[config.mk]
export PLATFORM = sky130hd
export DESIGN_NAME = axis_status_flag_logic
export DESIGN_NICKNAME = d
export VERILOG_FILES = /design/src/logic/axis_status_pkg.sv /design/src/logic/axis_ctl_if.sv /design/src/logic/level_sync.sv /design/src/logic/motion_dir_flag.sv /design/src/logic/axis_status_flag_logic.sv
export SDC_FILE = /design/constraint.sdc
export NUM_CORES = 1
export LEC_CHECK = 0
export BUFFER_PORTS_ARGS = -buffer_cell sky130_fd_sc_hd__buf_2
export CORE_MARGIN = 10
export CORE_UTILIZATION = 47
export DETAILED_ROUTE_END_ITERATION = 6
export PLACE_DENSITY = 0.75
export RECOVER_POWER = 25
export REMOVE_ABC_BUFFERS = 1
export SLEW_MARGIN = 20
export SYNTH_ARGS = -nofsm -noshare
export SYNTH_HDL_FRONTEND = slang
export SYNTH_SLANG_ARGS = --single-unit
[constraint.sdc]
create_clock -name CLK -period 1.6 [get_ports CLK]
set_clock_uncertainty 0.2 [all_clocks]
set_input_delay 0.32 -clock CLK [delete_from_list [all_inputs] [get_ports CLK]]
set_output_delay 0.32 -clock CLK [all_outputs]
set_load 0.05 [all_outputs]
[src/logic/axis_status_pkg.sv]
package axis_status_pkg;
   localparam int NUM_AXES = 8;
   localparam int AXIS_IDX_W = 3;

   typedef enum logic [2:0] {
      MODE_AUTO    = 3'b000,
      MODE_JOG     = 3'b001,
      MODE_HANDLE  = 3'b010,
      MODE_INCR    = 3'b011,
      MODE_RANDOM  = 3'b100,
      MODE_REF_RET = 3'b101
   } op_mode_e;

   typedef enum logic [2:0] {
      CMD_MOVE   = 3'b000,
      CMD_DWELL  = 3'b001,
      CMD_PRESET = 3'b010,
      CMD_REF1   = 3'b011,
      CMD_REF2   = 3'b100
   } cmd_kind_e;

   typedef enum logic [1:0] {
      RR_IDLE  = 2'b00,
      RR_FAST  = 2'b01,
      RR_CREEP = 2'b10,
      RR_HIGH  = 2'b11
   } ref_ret_e;

   localparam logic [7:0] FLAGS_RST = 8'h00;
   localparam logic       BIT_RST   = 1'b0;
   localparam int         SYNC_STAGES = 2;
endpackage

[src/logic/axis_ctl_if.sv]
`timescale 1ns/1ps
interface axis_ctl_if;
   logic       lock;
   logic [7:0] move_plus;
   logic [7:0] move_minus;

   modport src (output lock, output move_plus, output move_minus);
   modport dst (input lock, input move_plus, input move_minus);
endinterface

[src/logic/level_sync.sv]
`timescale 1ns/1ps
module level_sync #(
   parameter int WIDTH = 1
) (
   input  wire logic             clk,
   input  wire logic             reset_n,
   input  wire logic [WIDTH-1:0] d,
   output logic      [WIDTH-1:0] q
);
   logic [WIDTH-1:0] meta_q;

   always_ff @(posedge clk or negedge reset_n) begin
      if (!reset_n) begin
         meta_q <= '0;
         q      <= '0;
      end else begin
         meta_q <= d;
         q      <= meta_q;
      end
   end
endmodule

[src/logic/motion_dir_flag.sv]
`timescale 1ns/1ps
module motion_dir_flag #(
   parameter int AXIS = 0
) (
   input  wire logic clk,
   input  wire logic reset_n,
   axis_ctl_if.dst   ctl,
   output logic      plus_q,
   output logic      minus_q
);
   logic plus_d;
   logic minus_d;

   // Actual travel, any mode; forced low under machine lock
   assign plus_d  = ctl.move_plus[AXIS] & ~ctl.move_minus[AXIS] & ~ctl.lock;
   assign minus_d = ctl.move_minus[AXIS] & ~ctl.move_plus[AXIS] & ~ctl.lock;

   always_ff @(posedge clk or negedge reset_n) begin
      if (!reset_n) begin
         plus_q  <= axis_status_pkg::BIT_RST;
         minus_q <= axis_status_pkg::BIT_RST;
      end else begin
         plus_q  <= plus_d;
         minus_q <= minus_d;
      end
   end
endmodule

[src/logic/axis_status_flag_logic.sv]
`timescale 1ns/1ps
module axis_status_flag_logic #(
   parameter int AXES = axis_status_pkg::NUM_AXES
) (
   // Clock and reset
   input  wire logic                 CLK,
   input  wire logic                 RESET_N,
   // Asynchronous machine pins
   input  wire logic                 EMG_STOP,
   input  wire logic [AXES-1:0]      SERVO_ALARM,
   // Controller state
   input  wire logic [2:0]           OP_MODE,
   input  wire logic                 CTRL_RESET,
   input  wire logic                 MACHINE_LOCK,
   input  wire logic                 AUTO_PAUSE,
   input  wire logic                 POWER_DIAG_OK,
   input  wire logic                 MANDOG_SEL,
   input  wire logic [AXES-1:0]      SERVO_OFF,
   // Manual feed selection
   input  wire logic [AXES-1:0]      FEED_SELECT_PLUS,
   input  wire logic [AXES-1:0]      FEED_SELECT_MINUS,
   input  wire logic [2:0]           HANDLE_AXIS_NUMBER,
   input  wire logic                 HANDLE_VALID,
   input  wire logic                 RANDOM_FEED_STROBE,
   input  wire logic                 RANDOM_FEED_STOP,
   input  wire logic [AXES-1:0]      RANDOM_FEED_AXES,
   // Motion events
   input  wire logic [AXES-1:0]      AUTO_MOVE_CMD,
   input  wire logic [2:0]           AUTO_CMD_KIND,
   input  wire logic [AXES-1:0]      MOTION_DONE,
   input  wire logic [AXES-1:0]      NEAR_DOG,
   input  wire logic [AXES-1:0]      REF1_ARRIVED,
   input  wire logic [AXES-1:0]      REF2_ARRIVED,
   input  wire logic [AXES-1:0]      MOVING_PLUS,
   input  wire logic [AXES-1:0]      MOVING_MINUS,
   // Status flags
   output logic      [AXES-1:0]      SERVO_READY,
   output logic      [AXES-1:0]      AXIS_SELECTED_FLAG,
   output logic      [AXES-1:0]      PLUS_MOTION_FLAG,
   output logic      [AXES-1:0]      MINUS_MOTION_FLAG,
   output logic      [AXES-1:0]      FIRST_REF_REACHED_FLAG,
   output logic      [AXES-1:0]      SECOND_REF_REACHED_FLAG,
   // Reference return status
   output logic      [AXES-1:0]      RETURN_CREEP,
   output logic      [AXES-1:0]      COORD_ESTABLISHED
);
   axis_ctl_if ctl ();

   logic [AXES-1:0] alarm_s;
   logic            emg_s;
   logic [2:0]      mode_q;
   logic            diag_done_q;
   logic [AXES-1:0] ready_q;
   logic [AXES-1:0] ready_d;
   logic [AXES-1:0] sel_q;
   logic [AXES-1:0] sel_d;
   logic [AXES-1:0] latch_q;
   logic [AXES-1:0] latch_d;
   logic [AXES-1:0] feed_q;
   logic [AXES-1:0] g28_q;
   logic [AXES-1:0] g28_d;
   logic [AXES-1:0] g30_q;
   logic [AXES-1:0] g30_d;
   logic [AXES-1:0] ref1_q;
   logic [AXES-1:0] ref1_d;
   logic [AXES-1:0] ref2_q;
   logic [AXES-1:0] ref2_d;
   logic [AXES-1:0] coord_q;
   logic [AXES-1:0] coord_d;
   axis_status_pkg::ref_ret_e rr_q [AXES];
   axis_status_pkg::ref_ret_e rr_d [AXES];

   // Pin inputs pass two flip-flops
   level_sync #(.WIDTH(AXES + 1)) u_sync (
      .clk     (CLK),
      .reset_n (RESET_N),
      .d       ({EMG_STOP, SERVO_ALARM}),
      .q       ({emg_s, alarm_s})
   );

   // Mode decode
   wire mode_chg   = OP_MODE != mode_q;
   wire is_auto    = OP_MODE == axis_status_pkg::MODE_AUTO;
   wire is_jog     = OP_MODE == axis_status_pkg::MODE_JOG;
   wire is_handle  = OP_MODE == axis_status_pkg::MODE_HANDLE;
   wire is_incr    = OP_MODE == axis_status_pkg::MODE_INCR;
   wire is_random  = OP_MODE == axis_status_pkg::MODE_RANDOM;
   wire is_ref     = OP_MODE == axis_status_pkg::MODE_REF_RET;
   wire manual_ok  = ~MACHINE_LOCK;
   wire clear_all  = CTRL_RESET | emg_s;

   // Command kind decode
   wire kind_moves = AUTO_CMD_KIND != axis_status_pkg::CMD_DWELL
                   && AUTO_CMD_KIND != axis_status_pkg::CMD_PRESET;
   wire kind_g28   = AUTO_CMD_KIND == axis_status_pkg::CMD_REF1;
   wire kind_g30   = AUTO_CMD_KIND == axis_status_pkg::CMD_REF2;

   // Per-axis derived terms
   wire [AXES-1:0] feed_now   = FEED_SELECT_PLUS | FEED_SELECT_MINUS;
   wire [AXES-1:0] feed_rise  = feed_now & ~feed_q;
   wire [AXES-1:0] moving     = MOVING_PLUS | MOVING_MINUS;
   wire [AXES-1:0] auto_start = AUTO_MOVE_CMD & {AXES{kind_moves & is_auto}};
   wire [AXES-1:0] halt       = alarm_s | {AXES{emg_s}};
   wire [AXES-1:0] handle_hit = (AXES)'(1) << HANDLE_AXIS_NUMBER;

   // Latched selection used by automatic, incremental and random feed
   wire [AXES-1:0] latch_set  = is_auto   ? auto_start
                              : is_incr   ? feed_rise & {AXES{manual_ok}}
                              : is_random ? RANDOM_FEED_AXES & {AXES{RANDOM_FEED_STROBE & manual_ok}}
                              : '0;
   wire [AXES-1:0] latch_clr  = MOTION_DONE | {AXES{is_auto & AUTO_PAUSE}};
   // A mode change drops the old selection but not a request raised in that same cycle
   wire [AXES-1:0] latch_keep = mode_chg ? '0 : latch_q & ~latch_clr;

   // Random feed stop is deliberately unused by the selection flag
   wire            stop_unused = RANDOM_FEED_STOP;

   // Drive ready: level from diagnosis, alarm, stop and servo-off
   always_comb begin
      ready_d = {AXES{diag_done_q}} & ~alarm_s & ~SERVO_OFF & {AXES{~emg_s}};
   end

   // Selection latch; set wins over a completion or a mode change in the same cycle
   always_comb begin
      latch_d = latch_q;
      if (clear_all) begin
         latch_d = '0;
      end else begin
         latch_d = latch_keep | latch_set;
      end
   end

   // Reference return sequencer per axis
   always_comb begin
      for (int i = 0; i < AXES; i++) begin
         rr_d[i] = rr_q[i];
         if (!is_ref || clear_all || halt[i]) begin
            rr_d[i] = axis_status_pkg::RR_IDLE;
         end else begin
            unique case (rr_q[i])
               axis_status_pkg::RR_IDLE: begin
                  if (feed_rise[i] && manual_ok) begin
                     if (coord_q[i] || !MANDOG_SEL) begin
                        rr_d[i] = axis_status_pkg::RR_HIGH;
                     end else begin
                        rr_d[i] = axis_status_pkg::RR_FAST;
                     end
                  end
               end
               // Dog search at rapid; dropping the select abandons it
               axis_status_pkg::RR_FAST: begin
                  if (!feed_now[i]) begin
                     rr_d[i] = axis_status_pkg::RR_IDLE;
                  end else if (NEAR_DOG[i]) begin
                     rr_d[i] = axis_status_pkg::RR_CREEP;
                  end
               end
               // Creep runs on to the position with or without the select
               axis_status_pkg::RR_CREEP: begin
                  if (REF1_ARRIVED[i]) begin
                     rr_d[i] = axis_status_pkg::RR_IDLE;
                  end
               end
               // High-speed return needs the select held until arrival
               axis_status_pkg::RR_HIGH: begin
                  if (REF1_ARRIVED[i] || !feed_now[i]) begin
                     rr_d[i] = axis_status_pkg::RR_IDLE;
                  end
               end
            endcase
         end
      end
   end

   // Selected flag per mode
   always_comb begin
      for (int i = 0; i < AXES; i++) begin
         sel_d[i] = 1'b0;
         if (!clear_all) begin
            unique case (1'b1)
               is_auto:   sel_d[i] = latch_d[i];
               is_jog:    sel_d[i] = feed_now[i] & manual_ok;
               // Manual modes: lock masks every source, latched ones included
               is_ref:    sel_d[i] = (feed_now[i] | (rr_d[i] == axis_status_pkg::RR_CREEP))
                                   & manual_ok;
               is_handle: sel_d[i] = handle_hit[i] & HANDLE_VALID & manual_ok;
               is_incr:   sel_d[i] = latch_d[i] & manual_ok;
               is_random: sel_d[i] = latch_d[i] & manual_ok;
               default:   sel_d[i] = 1'b0;
            endcase
         end
      end
   end
   // Feedrate zero, interlock and servo-off hold no term above: flag keeps its state

   // Pending automatic return commands
   always_comb begin
      g28_d = g28_q;
      g30_d = g30_q;
      if (clear_all) begin
         g28_d = '0;
         g30_d = '0;
      end else begin
         g28_d = (g28_q & ~MOTION_DONE) | (auto_start & {AXES{kind_g28}});
         g30_d = (g30_q & ~MOTION_DONE) | (auto_start & {AXES{kind_g30}});
      end
   end

   // Reference reached flags; arrival wins over a clear in the same cycle
   always_comb begin
      ref1_d  = ref1_q;
      ref2_d  = ref2_q;
      coord_d = coord_q;
      for (int i = 0; i < AXES; i++) begin
         if (moving[i] || halt[i]) begin
            ref1_d[i] = 1'b0;
            ref2_d[i] = 1'b0;
         end
         if (REF1_ARRIVED[i] && ((is_ref && rr_q[i] != axis_status_pkg::RR_IDLE) || g28_q[i])) begin
            ref1_d[i]  = 1'b1;
            coord_d[i] = 1'b1;
         end
         if (REF2_ARRIVED[i] && g30_q[i]) begin
            ref2_d[i] = 1'b1;
         end
      end
   end

   // State registers
   always_ff @(posedge CLK or negedge RESET_N) begin
      if (!RESET_N) begin
         mode_q      <= axis_status_pkg::MODE_AUTO;
         diag_done_q <= axis_status_pkg::BIT_RST;
         feed_q      <= axis_status_pkg::FLAGS_RST;
         latch_q     <= axis_status_pkg::FLAGS_RST;
         g28_q       <= axis_status_pkg::FLAGS_RST;
         g30_q       <= axis_status_pkg::FLAGS_RST;
         coord_q     <= axis_status_pkg::FLAGS_RST;
      end else begin
         mode_q      <= OP_MODE;
         diag_done_q <= diag_done_q | POWER_DIAG_OK;
         feed_q      <= feed_now;
         latch_q     <= latch_d;
         g28_q       <= g28_d;
         g30_q       <= g30_d;
         coord_q     <= coord_d;
      end
   end

   always_ff @(posedge CLK or negedge RESET_N) begin
      if (!RESET_N) begin
         for (int i = 0; i < AXES; i++) begin
            rr_q[i] <= axis_status_pkg::RR_IDLE;
         end
      end else begin
         rr_q <= rr_d;
      end
   end

   // Registered flag outputs
   always_ff @(posedge CLK or negedge RESET_N) begin
      if (!RESET_N) begin
         ready_q <= axis_status_pkg::FLAGS_RST;
         sel_q   <= axis_status_pkg::FLAGS_RST;
         ref1_q  <= axis_status_pkg::FLAGS_RST;
         ref2_q  <= axis_status_pkg::FLAGS_RST;
      end else begin
         ready_q <= ready_d;
         sel_q   <= sel_d;
         ref1_q  <= ref1_d;
         ref2_q  <= ref2_d;
      end
   end

   // Direction flags, one instance per axis
   assign ctl.lock       = MACHINE_LOCK;
   assign ctl.move_plus  = MOVING_PLUS;
   assign ctl.move_minus = MOVING_MINUS;

   for (genvar g = 0; g < AXES; g++) begin : g_dir
      motion_dir_flag #(.AXIS(g)) u_dir (
         .clk     (CLK),
         .reset_n (RESET_N),
         .ctl     (ctl.dst),
         .plus_q  (PLUS_MOTION_FLAG[g]),
         .minus_q (MINUS_MOTION_FLAG[g])
      );
   end

   // Creep flag is a registered view of the sequencer state
   logic [AXES-1:0] creep_q;
   always_ff @(posedge CLK or negedge RESET_N) begin
      if (!RESET_N) begin
         creep_q <= axis_status_pkg::FLAGS_RST;
      end else begin
         for (int i = 0; i < AXES; i++) begin
            creep_q[i] <= rr_d[i] == axis_status_pkg::RR_CREEP;
         end
      end
   end

   assign SERVO_READY             = ready_q;
   assign AXIS_SELECTED_FLAG      = sel_q;
   assign FIRST_REF_REACHED_FLAG  = ref1_q;
   assign SECOND_REF_REACHED_FLAG = ref2_q;
   assign RETURN_CREEP            = creep_q;
   assign COORD_ESTABLISHED       = coord_q;
endmodule

==> results by group <==
Detailed routing
  • Vias per std cell: 5.509
  • DRT iter0 DRCs: 430
  • Routed len/inst: 19.88 um
  • Number of antenna-violating nets in the routed design: 0
  • Via count: 5977
  • First drt pass iteration count: 7
  • DRT Wirelength: 21570 um
  • # DRC: 0

Die
  • Die Y: 133.0 um
  • Starting Density: 0.4774
  • # IOs: 180
  • Die W: 133.0 um
  • Area of the die: 0.01768 mm^2
  • Row count: 41
  • Core Box Area: 0.01257 mm^2

Power and ir drop
  • Worst vdd ir: 0.0007692 V
  • P_leak: 4.459 nW
  • Power per cell area: 909.5 mW/mm^2
  • Tot Pwr: 8.583 mW

Clock tree
  • Clock Path Buffers: 2
  • H-tree Lvls: 4
  • Clk Latency, worst-skew pair: 430 ps
  • CTS Buf Count: 17
  • Clock root buffer: clkbuf_16
  • Clk sinks: 134
  • CTS tree: built
  • Clk pin slew, worst setup/hold paths: 60 ps

Worst setup path
  • Worst Path Max Fanout: 5
  • Crit path required time: 1720 ps
  • Worst path cell trace: nor2_4 > nand2_4 > nor4_4 > buf_4 > o21ai_0 > a221oi_2
  • Worst Setup Path Type: reg2reg
  • Critical path arrival: 1830 ps
  • Crit-path max cell delay: 420 ps
  • Crit path capture type: register
  • RR Startpoint: u_sync.q[8]
  • Max stage delay cell, worst path: dfrtp_1
  • Crit path launch type: register
  • Delay-heaviest family, CP: simple AND/OR/NAND/NOR gates
  • Buf+Inv Stages, Crit Path: 1
  • Critical Path Source: u_sync.q[8]

Yosys
  • Avg Inst Size Synth: 10.42 um^2
  • Synth area leaders: dfrtp_1 56%, nor2_1 4.3%, a21oi_1 2.8%
  • Asr flop ratio synth: 1.000
  • Yosys top cell area share: 0.5589
  • Syn Inst Count: 576
  • Post-synth top area cell: dfrtp_1
  • Seq/Total Area, Yosys: 0.5589
  • EDFF count, synth: 0
  • #FFs+latches synth: 134
  • Synth cell types: 58
  • Primary FF master, synth: dfrtp_1
  • Synth Cell Area: 0.006000 mm^2
  • Number of synthesis warnings: 0

Finish
  • Net count, final: 1013
  • Fillers: 850
  • Share of cells above drive strength 1: 0.4011
  • Multi-input combinational cell area: 0.002809 mm^2
  • Synth-to-Final Area Change: 57.29%
  • FF+latch area: 0.003357 mm^2

Timing
  • Unrepaired setup endpoints after global routing: yes
  • Max Slew Vio Count: 0
  • Final min period: 1704 ps
  • Setup TNS: -1256 ps
  • Max-slew headroom: 0.5852
  • Fin crit share: 1.065
  • Slew @ Worst Pin: 622.2 ps
  • Fin. Hold Viols: 0
  • Setup WS post-layout: -103.9 ps
  • WHS: 9.591 ps
  • Max frequency: 586.9 MHz
  • Final Setup Violations: 27

Outcome
  • Failing checks: setup timing
  • Status: complete, but fails checks

Global route
  • Largest net degree at the start of global routing: 38
  • First-pass GRT wire length: 33350 um
  • Initial antenna violation count: 3
  • Global route overflow: 0
  • Gr usage total: 0.2386
  • Vias in the first global route: 6363

Worst hold path
  • Worst min path class: in2reg
  • Hold_sp: RANDOM_FEED_AXES[1]

Placement
  • GP Congestion: 0.8902
  • IO buf count: 178
  • DP HPWL: 15140 um

Flow run
  • Maxcap violations: 0
## path summary, 6_finish.rpt
check | end | slack, ps | depth (start not counted)
hold / removal | latch_q[1] | 10 | 3
hold reg to reg | u_sync.q[3] | 150 | 0
setup / recovery | AXIS_SELECTED_FLAG[3] | -100 | 6
setup reg to reg | AXIS_SELECTED_FLAG[3] | -100 | 6
min in group asynchronous | u_sync.meta_q[1] | 290 | 2
max in group asynchronous | FIRST_REF_REACHED_FLAG[2] | 310 | 3
## power breakdown
part	switching [mW]	total (mW)	leakage, nW	internal (mW)
Combinational	0.704	1.24	2.40	0.539
Sequential	0.0625	3.54	1.77	3.48
Clock	1.43	3.80	0.288	2.37
## through the flow
step / cells / area (um^2) / util / worst slack, ps
2_1_floorplan: 543 / 5801 / - / -896.5
3_3_place_gp: 973 / 7601 / 0.6048 / -422.2
3_5_place_dp: 973 / 7601 / 0.6048 / -461.5
4_1_cts: 1078 / 9106 / 0.7245 / -74.75
5_1_grt: 1085 / 9437 / 0.7508 / -189.4
6_report: 1085 / 9437 / 0.7508 / -103.9
## cell usage in the layout, fill, tap and decap left out, types with 4 or more instances in the layout
cell type      instances
dlygate4sd3_1         63
nor3b_1               16
clkbuf_4              12
nor4_2                 8
o21ai_1                4
buf_12                 8
nand2_1               29
nand2b_1              19
a22o_1                11
o21ai_0               26
nor2_1                63
o211ai_1               5
a32oi_1                5
clkbuf_8               6
buf_4                 77
a221oi_2               5
inv_1                 17
nor4_4                 6
clkinv_2               5
nand3b_1               5
nor2b_1               23
dfrtp_1              131
clkbuf_1              10
a21oi_1               31
and2_1                12
nand3_1                6
buf_6                 12
nor3_1                13
o31a_1                 6
a31oi_1                4
nor4_1                12
clkbuf_16             17
buf_2                154
a221o_1                8
a21oi_2                4
## Yosys cell counts (3+ instances only)
cell	instances
a21oi_1	34
a221o_1	8
a221oi_1	7
a22o_1	11
a22oi_1	3
a31oi_1	4
a32oi_1	5
and2_1	12
buf_4	17
clkbuf_1	10
dfrtp_1	134
inv_1	18
nand2_1	31
nand2b_1	19
nand3_1	7
nand3b_1	5
nand4_1	3
nor2_1	68
nor2b_1	23
nor3_1	15
nor3b_1	19
nor4_1	26
nor4b_1	4
o2111ai_1	3
o211ai_1	5
o21a_1	3
o21ai_0	33
o31a_1	6
or2_2	3
or4_1	3
xnor2_1	5
## routing by layer
metal / wire length (um) / share of wire / up-vias / track usage
li1: - / - / 2724 / -
met1: 8561 / 0.40 / 2895 / 0.2831
met2: 10590 / 0.49 / 309 / 0.3924
met3: 1820 / 0.084 / 49 / 0.07949
met4: 598 / 0.028 / 0 / 0.09046
met5: 0 / 0 / - / 0
## cell families after synthesis
| logic type | Yosys count | share of synthesized area |
|---|---|---|
| AOI/OAI and AO/OA | 133 | 0.1491 |
| xor gates and xnor gates | 5 | 0.007299 |
| buffers and inverters | 51 | 0.04442 |
| DFF | 134 | 0.5589 |
| muxes | 1 | 0.001877 |
| and+or+nand+nor | 252 | 0.2384 |
## worst register-to-register path, cell delays in order (launching register included)
cell,delay [ps]
dfrtp_1,420
nor2_4,160
nand2_4,110
nor4_4,220
buf_4,150
o21ai_0,100
a221oi_2,240
## final cells by class
type | instances | share of cell area
well taps | 172 | 0.02281
diodes | 3 | 0.0007955
clock buffers | 24 | 0.05423
clock inverters | 8 | 0.007425
inverters | 18 | 0.007160
multi-input cells | 391 | 0.2977
repair buffers | 335 | 0.2542
flip-flops and latches | 134 | 0.3557
## sequential cells by signal, indices dropped and copies added (netlist names)
signal / count
u_sync.q: 9
g_dir.u_dir.plus_q: 8
g28_q: 8
g_dir.u_dir.minus_q: 8
FIRST_REF_REACHED_FLAG: 8
g30_q: 8
mode_q: 3
SECOND_REF_REACHED_FLAG: 8
feed_q: 8
u_sync.meta_q: 9
RETURN_CREEP: 8
SERVO_READY: 8
latch_q: 8
diag_done_q: 1
COORD_ESTABLISHED: 8
AXIS_SELECTED_FLAG: 8
rr_q: 16
## timing repair
action	4_1_cts	5_1_grt
gates resized for setup	48	75
setup buffers	7	9
hold buffers	66	0
setup endpoints to repair	32	58
endpoints found under the hold margin	198	0
pin swaps	13	19
(Power assumes the default switching activity.)
